**src/hdl/pcs_pkg.sv**
```systemverilog
// Purpose: shared constants and types for the program flow and indirect access block
// Assumes: one core clock, asynchronous active-high reset
// Notes: none
package pcs_pkg;
  localparam int PC_WIDTH = 13;
  localparam int LOW_WIDTH = 8;
  localparam int HIGH_WIDTH = 5;
  localparam int TARGET_WIDTH = 11;
  localparam int TOP_WIDTH = 2;
  localparam int LATCH_TOP_LSB = 3;
  localparam int STACK_DEPTH = 8;
  localparam int STACK_PTR_WIDTH = 3;
  localparam int FILE_ADDR_WIDTH = 9;
  localparam logic [PC_WIDTH-1:0] PC_RESET = 13'h0000;
  localparam logic [PC_WIDTH-1:0] PC_STEP = 13'h0001;
  localparam logic [PC_WIDTH-1:0] INT_VECTOR = 13'h0004;
  localparam logic [LOW_WIDTH-1:0] SELF_POINTER = 8'h00;
  localparam logic [LOW_WIDTH-1:0] SELF_READ = 8'h00;
  localparam logic [STACK_PTR_WIDTH-1:0] PTR_STEP = 3'h1;
  localparam logic [STACK_PTR_WIDTH-1:0] PTR_RESET = 3'h0;

  typedef enum logic [2:0]
  {
    OP_STEP = 3'b000,
    OP_CALL = 3'b001,
    OP_JUMP = 3'b010,
    OP_RETURN = 3'b011,
    OP_RETURN_LITERAL = 3'b100,
    OP_RETURN_INTERRUPT = 3'b101,
    OP_INTERRUPT = 3'b110,
    OP_HOLD = 3'b111
  } pcs_flow_type;

  typedef struct packed
  {
    pcs_flow_type op;
    logic [TARGET_WIDTH-1:0] target;
    logic lowWrite;
    logic [LOW_WIDTH-1:0] lowData;
    logic [HIGH_WIDTH-1:0] highLatch;
  } pcs_flow_req_type;

  typedef struct packed
  {
    logic read;
    logic write;
    logic [LOW_WIDTH-1:0] wdata;
    logic [LOW_WIDTH-1:0] pointer;
    logic bankHigh;
  } pcs_ind_req_type;

  typedef struct packed
  {
    logic read;
    logic write;
    logic [FILE_ADDR_WIDTH-1:0] addr;
    logic [LOW_WIDTH-1:0] wdata;
  } pcs_file_req_type;

  function automatic logic [STACK_PTR_WIDTH-1:0] pcs_wrap_step(
    input logic [STACK_PTR_WIDTH-1:0] ptr, input logic up);
    pcs_wrap_step = up ? ptr + PTR_STEP : ptr - PTR_STEP;
  endfunction
endpackage

```
**src/hdl/pcs_return_stack.sv**
```systemverilog
// Purpose: circular eight-entry return stack
// Assumes: push and pop never together
// Notes: pointer hidden, no overflow flag
`timescale 1ns/1ns
`default_nettype none
module pcs_return_stack
  import pcs_pkg::*;
(
  input wire logic clock,
  input wire logic reset,
  input wire logic enable,
  input wire logic push,
  input wire logic pop,
  input wire logic [PC_WIDTH-1:0] pushData,
  output logic [PC_WIDTH-1:0] topData
);
  logic [PC_WIDTH-1:0] entries [STACK_DEPTH];
  logic [STACK_PTR_WIDTH-1:0] pointer;
  wire logic [STACK_PTR_WIDTH-1:0] popIndex = pcs_wrap_step(pointer, 1'b0);

  // pointer wraps silently both ways
  always_ff @(posedge clock or posedge reset)
  begin
    if (reset)
      pointer <= PTR_RESET;
    else if (enable && push)
      pointer <= pcs_wrap_step(pointer, 1'b1);
    else if (enable && pop)
      pointer <= popIndex;
  end

  always_ff @(posedge clock)
  begin
    if (enable && push)
      entries[pointer] <= pushData;
  end

  assign topData = entries[popIndex];
endmodule // pcs_return_stack
`default_nettype wire

```
**src/hdl/pcs_flow_core.sv**
```systemverilog
// Purpose: program counter, return stack use and indirect data port
// Assumes: decode logic drives requests on the same clock
// Notes: counter outputs registered
`timescale 1ns/1ns
`default_nettype none
module pcs_flow_core
  import pcs_pkg::*;
(
  input wire logic clock,
  input wire logic reset,
  input wire logic enable,
  input wire pcs_flow_req_type flowReq,
  input wire pcs_ind_req_type indReq,
  input wire logic [LOW_WIDTH-1:0] fileRdata,
  output logic [PC_WIDTH-1:0] programCounter,
  output logic [LOW_WIDTH-1:0] pcLowByte,
  output pcs_file_req_type fileReq,
  output logic [LOW_WIDTH-1:0] indRdata
);
  logic [PC_WIDTH-1:0] pc;
  logic [PC_WIDTH-1:0] next_pc;
  logic [PC_WIDTH-1:0] stackTop;

  wire logic isCall = flowReq.op == OP_CALL;
  wire logic isJump = flowReq.op == OP_JUMP;
  wire logic isReturn = flowReq.op == OP_RETURN || flowReq.op == OP_RETURN_LITERAL
    || flowReq.op == OP_RETURN_INTERRUPT;
  wire logic isInterrupt = flowReq.op == OP_INTERRUPT;
  wire logic doPush = isCall || isInterrupt;
  wire logic doPop = isReturn;
  wire logic [PC_WIDTH-1:0] pcPlusOne = pc + PC_STEP;
  wire logic [PC_WIDTH-1:0] lowWriteValue = {flowReq.highLatch, flowReq.lowData};
  wire logic [PC_WIDTH-1:0] branchValue =
    {flowReq.highLatch[HIGH_WIDTH-1:LATCH_TOP_LSB], flowReq.target};
  wire logic selfPointer = indReq.pointer == SELF_POINTER;
  wire logic [FILE_ADDR_WIDTH-1:0] indAddr = {indReq.bankHigh, indReq.pointer};
  wire logic stackPush = doPush && !flowReq.lowWrite;
  wire logic stackPop = doPop && !flowReq.lowWrite;
  wire logic [PC_WIDTH-1:0] returnAddress = isCall ? pcPlusOne : pc;

  always_comb
  begin
    next_pc = pc;
    if (flowReq.lowWrite)
      next_pc = lowWriteValue;
    else if (isCall || isJump)
      next_pc = branchValue;
    else if (isInterrupt)
      next_pc = INT_VECTOR;
    else if (doPop)
      next_pc = stackTop;
    else if (flowReq.op == OP_STEP)
      next_pc = pcPlusOne;
  end

  // push stores the return address
  pcs_return_stack pcs_return_stack_i
  (
    .clock(clock),
    .reset(reset),
    .enable(enable),
    .push(stackPush),
    .pop(stackPop),
    .pushData(returnAddress),
    .topData(stackTop)
  );

  always_ff @(posedge clock or posedge reset)
  begin
    if (reset)
      pc <= PC_RESET;
    else if (enable)
      pc <= next_pc;
  end

  assign programCounter = pc;
  assign pcLowByte = pc[LOW_WIDTH-1:0];

  always_ff @(posedge clock or posedge reset)
  begin
    if (reset)
      fileReq <= '0;
    else if (enable)
    begin
      fileReq.read <= indReq.read && !selfPointer;
      fileReq.write <= indReq.write && !selfPointer;
      fileReq.addr <= indAddr;
      fileReq.wdata <= indReq.wdata;
    end
  end

  always_ff @(posedge clock or posedge reset)
  begin
    if (reset)
      indRdata <= SELF_READ;
    else if (enable && indReq.read)
      indRdata <= selfPointer ? SELF_READ : fileRdata;
  end
endmodule // pcs_flow_core
`default_nettype wire

```
**config.mk**
```make
export PLATFORM = sky130hd
export DESIGN_NAME = pcs_flow_core
export DESIGN_NICKNAME = d
export VERILOG_FILES = /design/src/hdl/pcs_pkg.sv /design/src/hdl/pcs_return_stack.sv /design/src/hdl/pcs_flow_core.sv
export SDC_FILE = /design/constraint.sdc
export NUM_CORES = 1
export LEC_CHECK = 0
export BUFFER_PORTS_ARGS = -buffer_cell sky130_fd_sc_hd__buf_4
export CAP_MARGIN = 20
export CORE_MARGIN = 2
export CORE_UTILIZATION = 48
export DETAILED_ROUTE_END_ITERATION = 10
export PLACE_DENSITY = 0.7
export SETUP_SLACK_MARGIN = 0.5
export SLEW_MARGIN = 25
export SYNTH_ARGS = -nofsm -noshare
export SYNTH_HDL_FRONTEND = slang
export SYNTH_SLANG_ARGS = --single-unit
```
**constraint.sdc**
```tcl
create_clock -name clock -period 2.8 [get_ports clock]
set_clock_uncertainty 0.2 [all_clocks]
set_input_delay 0.14 -clock clock [delete_from_list [all_inputs] [get_ports clock]]
set_output_delay 0.14 -clock clock [all_outputs]
set_load 0.005 [all_outputs]
```
==> flow_summary.yaml <==
run_status:
  status: "finished, final reports clean"
timing:
  finalSetupViolCount: 0
  max_slew_margin: 0.478
  fin_crit_ns: 2.28
  tns_ns: 0
  worst_hold_slack_ns: 0.0107
  worst_slew_pin_slew_ns: 0.778
  maxSlewViolCount: 0
  period_share: 0.815
  finalHoldViolCount: 0
  rsz0062_at_grt: "true"
  fmax_mhz: 438
min_path:
  hold-path-endpoint: "fileReq[16]"
  hold_start: "enable"
  worstHoldPathCells: 2
  hp-class: "primary input to flop"
worst_setup_path:
  rr_endpoint: "programCounter[2]"
  crit_type: "primary input to flop"
  worstPathArrival_ns: 2.38
  crit_path_start_kind: "primary input"
  rr_worst_depth: 9
  cp-end-kind: "flop"
  reg2reg_from: "pcs_return_stack_i.pointer[0]"
  cp_max_fo: 3
  r2r_slack_ns: 0.54
  cp.required_ns: 2.90
global_routing:
  grt_pass1_wl_mm: 26.8
  overflow: 0
  grt_antenna_before_repair: 0
  grt_pass1_vias: 4936
  grt_usage: 0.247
  grt_max_degree: 30
power_and_ir_drop:
  switching_power_mw: 2.38
  seqPwrFrac: 0.364
  power.static_leakage_nw: 3.44
  vdd_ir_drop_max_v: 0.000787
  switching_share: 0.317
  power_mw: 7.51
  pwr-share-clk: 0.306
  p_int_mw: 5.13
  combPwrFrac: 0.330
  power_density_mw_per_mm2: 836
yosys:
  synth_warnings: 0
  syn-instance-count: 451
  mappedNetlistNets: 512
  ys_ff_latch: 147
  synth_flop_cell: "edfxtp_1"
  async_flop_share: 0.293
  syn_area_per_cell_sq_um: 14.5
  synth_edf_count: 104
  synth.area.top_cells: "edfxtp_1 48%, dfrtp_1 16%, mux4_2 6.9%, mux2_2 3.1%, mux4_1 2.4%"
  synth_cell_types: 46
  netlist.area_leader.share: 0.476
  synth_area_leader_cell: "edfxtp_1"
  synthesis.area_sq_mm: 0.00656
  yosysSeqAreaShare: 0.640
cells_and_area:
  areaGrowthSynthToFinish_pct: 36.9
  drive_above_1_share: 0.368
  n_antenna_cell: 0
  fin_util: 0.675
  final_nets: 697
cts:
  clock_sinks: 147
  cts_made_buffers: 17
  clk_latency_ns: 0.43
  htree_levels: 4
  cts.clk_slew.worst_paths_ns: 0.07
  cts_max_path_buffers: 2
  root_buffer: "clkbuf_16"
  cts_tree: "built"
floorplan:
  coreArea_sq_mm: 0.0133
  die_x_um: 121
  fp-row-count: 42
  initial_core_util: 0.493
  dieHeight_um: 121
  io_pins: 106
  dieArea_sq_mm: 0.0146
drt:
  vias: 4787
  dr.pass1.iters: 5
  drc: 0
  wl_mm: 17.5
  vias_per_cell: 5.80
  drt_iter0_drc: 413
  wl_per_cell_um: 21.2
  ant_nets: 0
placed_design:
  hpwlAfterDp_mm: 10.9
  gp_congestion: 0.891
  io_buffer_count: 105
flow_run:
  max-cap-violations: 0
cells in the mapped netlist (all sizes together), types with 9 or more instances:
cell type / number
a22o: 9
xnor2: 13
nand3: 9
nor2: 34
dfrtp: 43
edfxtp: 104
xor2: 16
inv: 10
o21ai: 11
mux4: 26
clkbuf: 14
o22ai: 13
nand2: 37
mux2: 18
a21oi: 9
a221oi: 10
buf: 17
nor3: 11
through the flow:
stage               area (sq um)  instances  setup slack [ns]
finish                      8980        825             0.519
global route                8980        825             0.464
CTS                         8880        820             0.468
detailed placement          7600        723             0.275
global placement            7600        723             0.331
floorplan                   6600        451             0.287
final cells by class:
class,count,area [sq um]
clock inverter,15,180
timing repair buffer,197,1640
clock buffer,17,425
multi-input combinational,262,2260
tap,176,220
sequential,147,4210
fill,883,4320
inverter,11,46.3
how the worst max path moves through the flow:
| stage | depth (start not counted) | slack [ns] | endpoint | startpoint |
|---|---|---|---|---|
| 2_1_floorplan | 9 | 0.29 | programCounter[1] | pcs_return_stack_i.pointer[0] |
| 3_3_place_gp | 8 | 0.33 | programCounter[2] | pcs_return_stack_i.pointer[1] |
| 3_5_place_dp | 8 | 0.27 | programCounter[2] | pcs_return_stack_i.pointer[1] |
| 4_1_cts | 8 | 0.47 | programCounter[2] | pcs_return_stack_i.pointer[0] |
| 5_1_grt | 6 | 0.46 | programCounter[9] | pcs_return_stack_i.pointer[0] |
| 6_report | 6 | 0.52 | fileReq[17] | indReq[6] |
critical path, cell delays in order:
cell	delay (ns)
dlygate4sd3_1	0.54
buf_4	0.14
or4_1	0.53
nor2_1	0.33
o22ai_1	0.13
dlygate4sd3_1	0.57
placed cells by master (no fill, tap or decap), types with 9 or more instances in the layout:
master         count
buf_4            134
edfxtp_1         104
dlygate4sd3_1     60
dfrtp_1           38
nand2_1           37
nor2_1            31
mux4_2            25
mux2_2            17
clkbuf_16         17
o22ai_1           13
xnor2_1           12
a221oi_1          10
xor2_1            10
a21oi_1            9
a22o_1             9
o21ai_0            9
metal layers:
| layer | part of all wire | global-route usage | vias to the layer above | wire (um) |
|---|---|---|---|---|
| met4 | 0.029 | 0.123 | 0 | 505 |
| met2 | 0.48 | 0.390 | 254 | 8470 |
| met1 | 0.41 | 0.326 | 2384 | 7250 |
| met5 | 0 | 0 | - | 0 |
| met3 | 0.074 | 0.0526 | 46 | 1290 |
| li1 | - | - | 2103 | - |
cells by family (layout without fill, tap and decap cells):
family / Yosys count / after routing / share of synthesized area
flops: 147 / 147 / 0.640
simple gates: 112 / 112 / 0.0765
compound gates: 73 / 73 / 0.0799
mux: 45 / 45 / 0.125
buf+inv: 42 / 240 / 0.0311
xor+xnor: 29 / 29 / 0.0416
fa+ha+maj: 3 / 3 / 0.00572
power groups by stage:
stage / registers, mW / logic [mW] / clock network, mW
4_1_cts: 2.72 / 2.34 / 2.32
2_1_floorplan: 2.70 / 1.61 / 0
5_1_grt: 2.74 / 2.68 / 2.41
3_3_place_gp: 2.76 / 2.13 / 0
6_report: 2.73 / 2.48 / 2.30
3_5_place_dp: 2.77 / 2.17 / 0
sequential cells by signal, indices dropped and copies added (netlist names):
name                        flops
pcs_return_stack_i.pointer      3
fileReq                        19
pcs_return_stack_i.entries    104
programCounter                 13
indRdata                        8
timing repair:
action | 4_1_cts | 5_1_grt
hold endpoints to repair | 61 | 0
gates resized for setup | 11 | 18
setup endpoints to repair | 55 | 62
setup buffers | 5 | 5
hold buffers | 60 | 0
pin swaps | 1 | 3
Note: power is estimated with default switching activity, not from simulation.
